--- src/inc/pmu_pin_pkg.sv ---
package pmu_pin_pkg;

  // ----------------------------------------------------------------
  // Bridge select encodings {select_b, select_a}
  // ----------------------------------------------------------------
  typedef enum logic [1:0] {
    bridge_open         = 2'h0,
    bridge_charge_plus  = 2'h1,
    bridge_charge_minus = 2'h2,
    bridge_grounded     = 2'h3
  } bridge_mode_e;

  // ----------------------------------------------------------------
  // Timing and reset values
  // ----------------------------------------------------------------
  localparam int unsigned CLOCK_HZ           = 25000000;
  localparam int unsigned OFF_HOLD_MS        = 3000;
  localparam int unsigned OFF_HOLD_CYCLES    = (CLOCK_HZ / 1000) * OFF_HOLD_MS;
  localparam int unsigned SYNC_STAGES        = 3;
  localparam logic        CHARGER_RESET      = 1'b0;
  localparam logic        BOOST_RESET        = 1'b0;
  localparam logic [1:0]  BRIDGE_RESET       = 2'h0;
  localparam logic        SYSTEM_ON_RESET    = 1'b1;

  // Bridge mode from the two select lines of a side
  function automatic bridge_mode_e decode_bridge(input logic sel_a, input logic sel_b);
    return bridge_mode_e'({sel_b, sel_a});
  endfunction

endpackage

--- src/inc/pmu_pin_if.sv ---
`timescale 1ns/10ps
interface pmu_pin_if;
  logic power_hold;
  logic charger_enable;
  logic boost_enable;
  logic left_bridge_select_a;
  logic left_bridge_select_b;
  logic right_bridge_select_a;
  logic right_bridge_select_b;
  logic pins_driven;

  modport controller (
    output power_hold, charger_enable, boost_enable, pins_driven,
    output left_bridge_select_a, left_bridge_select_b, right_bridge_select_a, right_bridge_select_b
  );
  modport power_core (
    input power_hold, charger_enable, boost_enable, pins_driven,
    input left_bridge_select_a, left_bridge_select_b, right_bridge_select_a, right_bridge_select_b
  );
endinterface

--- src/rtl/pmu_controller.sv ---
`timescale 1ns/10ps
module pmu_controller
  import pmu_pin_pkg::*;
#(
  parameter int unsigned OFF_HOLD_COUNT = OFF_HOLD_CYCLES
)(
  // Clock and reset
  input  wire logic         clock,
  input  wire logic         rstn,
  // User controls
  input  wire logic         button_pressed,
  input  wire logic         charger_request,
  input  wire logic         boost_request,
  input  bridge_mode_e      left_request,
  input  bridge_mode_e      right_request,
  // Status
  output logic              shutting_down,
  // Link to power core
  pmu_pin_if.controller     link
);

  typedef enum logic [1:0] {st_init, st_on, st_counting, st_off} ctl_e;

  typedef struct packed {
    logic [SYNC_STAGES-1:0] btn_sync;
    ctl_e                   phase;
    logic [31:0]            timer;
    logic                   hold;
    logic                   driven;
    logic                   charger;
    logic                   boost;
    logic [1:0]             left;
    logic [1:0]             right;
  } ctl_s;

  ctl_s state;
  ctl_s next_state;

  // ----------------------------------------------------------------
  // Next state
  // ----------------------------------------------------------------
  always_comb begin
    next_state          = state;
    next_state.btn_sync = {state.btn_sync[SYNC_STAGES-2:0], button_pressed};
    next_state.charger  = charger_request;
    next_state.boost    = boost_request;
    next_state.left     = left_request;
    next_state.right    = right_request;
    case (state.phase)
      st_init: begin
        next_state.hold   = 1'b1; // RULE_02
        next_state.driven = 1'b1; // RULE_11
        next_state.phase  = st_on;
      end
      st_on: begin
        if (state.btn_sync[1] && state.btn_sync[2]) begin
          next_state.timer = '0; // RULE_03
          next_state.phase = st_counting;
        end
      end
      st_counting: begin
        if (state.timer >= OFF_HOLD_COUNT - 1) begin
          next_state.hold  = 1'b0; // RULE_04
          next_state.phase = st_off;
        end else begin
          next_state.timer = state.timer + 32'h1;
        end
      end
      st_off: begin
        next_state.hold = 1'b0;
      end
      default: next_state.phase = st_init;
    endcase
  end

  always_ff @(posedge clock) begin
    if (!rstn) begin
      state       <= '0;
      state.phase <= st_init;
    end else begin
      state <= next_state;
    end
  end

  assign link.pins_driven           = state.driven; // RULE_11
  assign link.power_hold            = state.hold; // RULE_01
  assign link.charger_enable        = state.charger;
  assign link.boost_enable          = state.boost;
  assign link.left_bridge_select_a  = state.left[0]; // RULE_08 RULE_09
  assign link.left_bridge_select_b  = state.left[1];
  assign link.right_bridge_select_a = state.right[0];
  assign link.right_bridge_select_b = state.right[1];
  assign shutting_down              = (state.phase == st_counting);

endmodule // pmu_controller

--- src/flat_wrapper.sv ---
// flat-port wrapper written by rule: the top's interface ports become plain ports
module pmu_controller_flat import pmu_pin_pkg::*;
#(
  parameter int unsigned OFF_HOLD_COUNT = OFF_HOLD_CYCLES
)
  (clock, rstn, button_pressed, charger_request, boost_request, left_request, right_request, shutting_down, link_power_hold, link_charger_enable, link_boost_enable, link_pins_driven, link_left_bridge_select_a, link_left_bridge_select_b, link_right_bridge_select_a, link_right_bridge_select_b);
  pmu_pin_if link_i ();
  input  wire logic clock;
  input  wire logic rstn;
  input  wire logic button_pressed;
  input  wire logic charger_request;
  input  wire logic boost_request;
  input  bridge_mode_e left_request;
  input  bridge_mode_e right_request;
  output logic shutting_down;
  output wire logic [$bits(link_i.power_hold)-1:0] link_power_hold;
  output wire logic [$bits(link_i.charger_enable)-1:0] link_charger_enable;
  output wire logic [$bits(link_i.boost_enable)-1:0] link_boost_enable;
  output wire logic [$bits(link_i.pins_driven)-1:0] link_pins_driven;
  output wire logic [$bits(link_i.left_bridge_select_a)-1:0] link_left_bridge_select_a;
  output wire logic [$bits(link_i.left_bridge_select_b)-1:0] link_left_bridge_select_b;
  output wire logic [$bits(link_i.right_bridge_select_a)-1:0] link_right_bridge_select_a;
  output wire logic [$bits(link_i.right_bridge_select_b)-1:0] link_right_bridge_select_b;
  assign link_power_hold = link_i.power_hold;
  assign link_charger_enable = link_i.charger_enable;
  assign link_boost_enable = link_i.boost_enable;
  assign link_pins_driven = link_i.pins_driven;
  assign link_left_bridge_select_a = link_i.left_bridge_select_a;
  assign link_left_bridge_select_b = link_i.left_bridge_select_b;
  assign link_right_bridge_select_a = link_i.right_bridge_select_a;
  assign link_right_bridge_select_b = link_i.right_bridge_select_b;
  pmu_controller #(.OFF_HOLD_COUNT(OFF_HOLD_COUNT)) u_core (.clock(clock), .rstn(rstn), .button_pressed(button_pressed), .charger_request(charger_request), .boost_request(boost_request), .left_request(left_request), .right_request(right_request), .shutting_down(shutting_down), .link(link_i));
endmodule
--- config.mk ---
export PLATFORM = sky130hd
export DESIGN_NAME = pmu_controller_flat
export DESIGN_NICKNAME = d
export VERILOG_FILES = /design/src/inc/pmu_pin_pkg.sv /design/src/inc/pmu_pin_if.sv /design/src/rtl/pmu_controller.sv /design/src/flat_wrapper.sv
export SDC_FILE = /design/constraint.sdc
export NUM_CORES = 1
export LEC_CHECK = 0
export BUFFER_PORTS_ARGS = -buffer_cell sky130_fd_sc_hd__buf_2
export CAP_MARGIN = 20
export CORE_ASPECT_RATIO = 0.75
export CORE_MARGIN = 2
export CORE_UTILIZATION = 38
export CTS_BUF_LIST = sky130_fd_sc_hd__clkbuf_2 sky130_fd_sc_hd__clkbuf_4 sky130_fd_sc_hd__clkbuf_8
export CTS_CLUSTER_DIAMETER = 30
export DETAILED_ROUTE_END_ITERATION = 16
export PLACE_DENSITY = 0.62
export SKIP_CTS_REPAIR_TIMING = 1
export SYNTH_ARGS = -nofsm -noshare
export SYNTH_HDL_FRONTEND = slang
export SYNTH_SLANG_ARGS = --single-unit
--- constraint.sdc ---
create_clock -name clock -period 2 [get_ports clock]
set_input_delay 0.5 -clock clock [delete_from_list [all_inputs] [get_ports clock]]
set_output_delay 0.5 -clock clock [all_outputs]
set_load 0.1 [all_outputs]
* After elaboration in Yosys (flattened, before gate mapping)
Index checks and enable logic that the tools add are counted.
** Storage, ports and cells
- Flip-flop bits (word level) :: 45
- Input bits :: 9
- Output and inout bits :: 9
** Operators by class
- $add $sub $neg :: 1
- Muxes and demuxes :: 7
- $lt $le $gt $ge :: 1
- Equality and inequality tests :: 6
- Reductions and logical operators :: 8
** Operators with widths (count)
- $pmux 32 s2 :: 1
- $mux 34 :: 1
- $add 32x1->32 const B :: 1
- $ge 32x27->1 const B :: 1
- $mux 32 :: 1
- $pmux 2 s3 :: 1
- $reduce_and 3->1 :: 2
- $reduce_bool 3->1 :: 2
- $eq 2x2->1 const B :: 2
- $ne 2x1->1 const B :: 2
- $pmux 1 s3 :: 1
- $eq 2x1->1 const B :: 1
- $logic_not 2->1 :: 1
- $mux 2 :: 1
- $ne 2x2->1 const B :: 1
- $reduce_and 2->1 :: 1
- $reduce_bool 2->1 :: 1
- $logic_and 1x1->1 :: 1
- $mux 1 :: 1

* Logic depth before layout (Yosys ltp)
- Depth after elaboration :: 3
- Gate-level depth with buffers :: 9
- Depth with buffers taken out :: 8

* Least setup slack after synthesis
No wires, ideal clock.
- Kind :: register to register
- Start :: reg u_core.state[40] in the netlist's numbering
- End :: reg u_core.state[19] in the netlist's numbering
- Arrival time :: 2585 ps
- Setup time :: 62 ps
- Stages on the path, launching flop included :: 8
- Clock period less this slack :: 2647 ps
- Path slack :: -647 ps
- Path buffers :: 0
- Data required time :: 1938 ps
- Cells stage by stage :: dfxtp_1 -> inv_1 -> ha_1 -> clkinv_1 -> nor2_1 -> nand3_1 -> or3_1 -> nand3_1
** On the way
- Cells in the longest elaborated chain, start to end :: 3
** Ends and longest elaborated chain
- start, declared :: line pmu_controller.sv:36 : ctl_s state;
- start signal, assigned :: line pmu_controller.sv:81 : state <= next_state;
- $eq 2x2->1 (*)
- via shutting_down :: line flat_wrapper.sv:15 : output logic shutting_down;
- $ne 2x2->1 (no line) / $reduce_bool 2->1 (equally long branches)
- $reduce_and 3->1 (no line)
Mark *: on every way through the listed nets, which the timed path passes. The rest lies on a longest branch.
A chain may end at the register's enable or synchronous reset.

* Final worst setup path
- Start :: reg u_core.state[30] in the netlist's numbering
- End :: reg u_core.state[27] in the netlist's numbering
** On the way
- Cells in the longest elaborated chain, start to end :: 3
** Ends and longest elaborated chain
- $ge 32x27->1 :: line pmu_controller.sv:62 : if (state.timer >= OFF_HOLD_COUNT - 1) begin
- $ne 2x2->1 (no line)
- $reduce_and 3->1 (no line)
No other way between the ends.

==> run summary <==
Internal reg-to-reg setup slack: -0.14 ns
Cts bufs inserted: 5
Commonest non-fill, non-tap cell in the layout: buf_4
Routed Antenna Nets: 0
M1 GR Usage: 29.3%
Most used routing layer: met2
Met2 Usage GRT: 29.6%
Req. time, crit path: 2.19 ns
Setup crit end: u_core.state[27]
Setup WS post-layout: -0.139 ns
IO Pins: 18
Syn. warnings: 0
Synth cell types: 51
CTS tree: done
Via count: 2326
Die ar.: 0.00683 mm^2
Design Power: 2.88 mW
Rows: 24
Vias in the first global route: 2144
Layout cells sized above 1: 35.3%
Overall routing resource usage: 20.0%
Slew Viols, Final: 0
Vert. Die Dim: 72.1 um
P per Cell Area: 902 mW/mm^2
Synth top area cells: dfxtp_1 38%, nand2_1 4.3%, o21a_1 4.2%, nand3_1 3.8%, and2_1 3.5%
Yosys top cell area share: 38.4%
Placed wire-length estimate: 4640 um
Violated checks: negative setup slack
Largest net degree at the start of global routing: 37
Mapped Nets: 288
H-tree depth: 2
First-pass GRT wire length: 10600 um
Flop pwr share: 33.4%
Unrepaired setup endpoints after global routing: true
Most frequent cells in the layout: 50 x buf_4, 38 x dfxtp_1, 26 x nand2_1, 16 x nand3_1, 16 x buf_2
Primary FF master, synth: dfxtp_1
First-pass iteration count of the detailed router: 4
Critical path class: reg -> reg
Startpoint types: flop
Net total in the final layout: 354
Clock share of power: 20.3%
FF+latch count, synth: 45
VDD IR-drop max: 0.000499 V
Initial antenna violation count: 0
Number of DRC markers in iteration 0: 183
Minimum clock period: 2.14 ns
Worst-path fanout max: 6
Min-Delay Path Class: in -> reg
CTS root buf: clkbuf_8
DR DRC count: 0
Launch point of the worst reg-to-reg path: u_core.state[30]
Final Core Density: 54.3%
Area Growth Syn to Fin: 36.2%
Fmax: 0.468 GHz
Register clock-pin slew on the reported worst setup and hold paths: 0.08 ns
Start point of the critical path: u_core.state[30]
Slew HR: 67.8%
Clock buffer depth: 2
Met3 Track Usage GR: 3.95%
Via/cell ratio: 5.56
Critical path capture point type: flop
Hold Vio Cnt, Final: 0
Worst R2R End: u_core.state[27]
Post-Place Worst Slack: -0.115 ns
P_leak: 1.22 nW
Core area: 0.00589 mm^2
Worst EP arrival: 2.33 ns
WL/cell: 15.7 um
CTS sink count: 45
Placement Cell Area: 0.00287 mm^2
Psw: 1.19 mW
Mapped Cells: 273
Final period util: 107%
Comb pwr share: 46.3%
Post-synth EDFFs: 0
Final instance area: 0.00320 mm^2
Ys async rst share: 0%
I/O Buffers: 17
Antenna diode count: 0
Die width: 94.8 um
Internal: 1.69 mW
Initial Utilization: 39.9%
Mapped Area: 0.00235 mm^2
Aggregate global routing overflow: 0
Final WL: 6550 um
Post-synth top area cell: dfxtp_1
Setup violators final: 21
RePlAce Congestion: 0.949
Actual slew at the worst max-slew pin: 0.487 ns
Switching share of power: 41.3%
Worst hold slack: 0.398 ns
R2R depth: 9
Status: complete, but fails checks
Layout filler cell count: 559
Average cell area after synthesis: 8.60 um^2
Seq/Total Area, Yosys: 38.4%
Clk_lat worst skew: 0.30 ns
Clock Skew: 0.00580 ns
Max Cap Violations: 0
[power by group through the flow]
stage / combinational, mW / clock [mW] / sequential, mW
floorplan: 0.605 / 0 / 1.16
detailed placement: 1.21 / 0 / 0.988
global placement: 1.21 / 0 / 0.987
CTS: 1.22 / 0.608 / 0.967
finish: 1.33 / 0.586 / 0.965
global route: 1.43 / 0.652 / 0.970
[logic make-up after synthesis]
logic type                 after synthesis  share of synthesized area, %
and+or+nand+nor                        125                          29.4
AOI/OAI and AO/OA                       74                          24.0
adders and majority gates                6                          3.20
muxes                                    1                         0.426
buffers and inverters                   22                          4.64
DFF                                     45                          38.4
[worst min-delay path by stage]
stage	from	to	slack (ns)	cells past startpoint
2_1_floorplan	u_core.next_state[43]	u_core.next_state[44]	0.41	1
3_3_place_gp	u_core.next_state[43]	u_core.next_state[44]	0.44	1
3_5_place_dp	u_core.next_state[43]	u_core.next_state[44]	0.44	1
4_1_cts	button_pressed	u_core.next_state[43]	0.39	2
5_1_grt	boost_request	u_core.link.boost_enable	0.38	2
6_report	boost_request	u_core.link.boost_enable	0.40	2
[state kept, by name (all words and copies together), names as in the netlist]
register	count
u_core.link.left_bridge_select_a	1
u_core.link.right_bridge_select_a	1
u_core.next_state	2
u_core.link.right_bridge_select_b	1
u_core.link.pins_driven	1
u_core.state	35
u_core.link.left_bridge_select_b	1
u_core.link.boost_enable	1
u_core.link.charger_enable	1
u_core.link.power_hold	1
[metal layers]
layer  vias up  part of all wire (%)
met3         6                   4.6
met2        60                    43
met4         0                   1.1
met1      1115                    51
met5         -                     0
li1       1145                     -
[Yosys cell counts, drive strengths merged, types with 3 or more instances]
library cell,instances
nand4,3
and2,13
buf,6
nand3,18
nor3,12
nor4,15
a21oi,7
nor2,13
o21a,13
nand2,28
inv,6
clkbuf,9
o21ai,17
ha,6
nand4b,3
o221a,3
and3,12
or3,3
a21boi,13
o311a,4
dfxtp,45
[critical path: stages, from the launching register on]
cell,delay (ns)
dfxtp_2,0.34
a41oi_2,0.24
nor4_4,0.09
buf_4,0.15
nor4_4,0.29
a41oi_2,0.10
buf_6,0.18
o41a_1,0.42
o21ai_1,0.13
a21boi_1,0.09
[cell type report]
cell class,count,area (um^2),share of cell area [%]
clock buffer,7,83.8,2.62
tap,78,97.6,3.05
timing repair buffer,74,554,17.3
sequential,45,912,28.5
multi-input combinational,206,1520,47.4
inverter,7,26.3,0.822
clock inverter,1,7.51,0.235
[stage by stage]
stage | std cells | setup TNS [ns]
floorplan | 273 | 0
global placement | 405 | -0.468
detailed placement | 405 | -0.655
CTS | 413 | -1.06
global route | 418 | -3.59
finish | 418 | -1.40
Power figures use the tool's default switching activity.
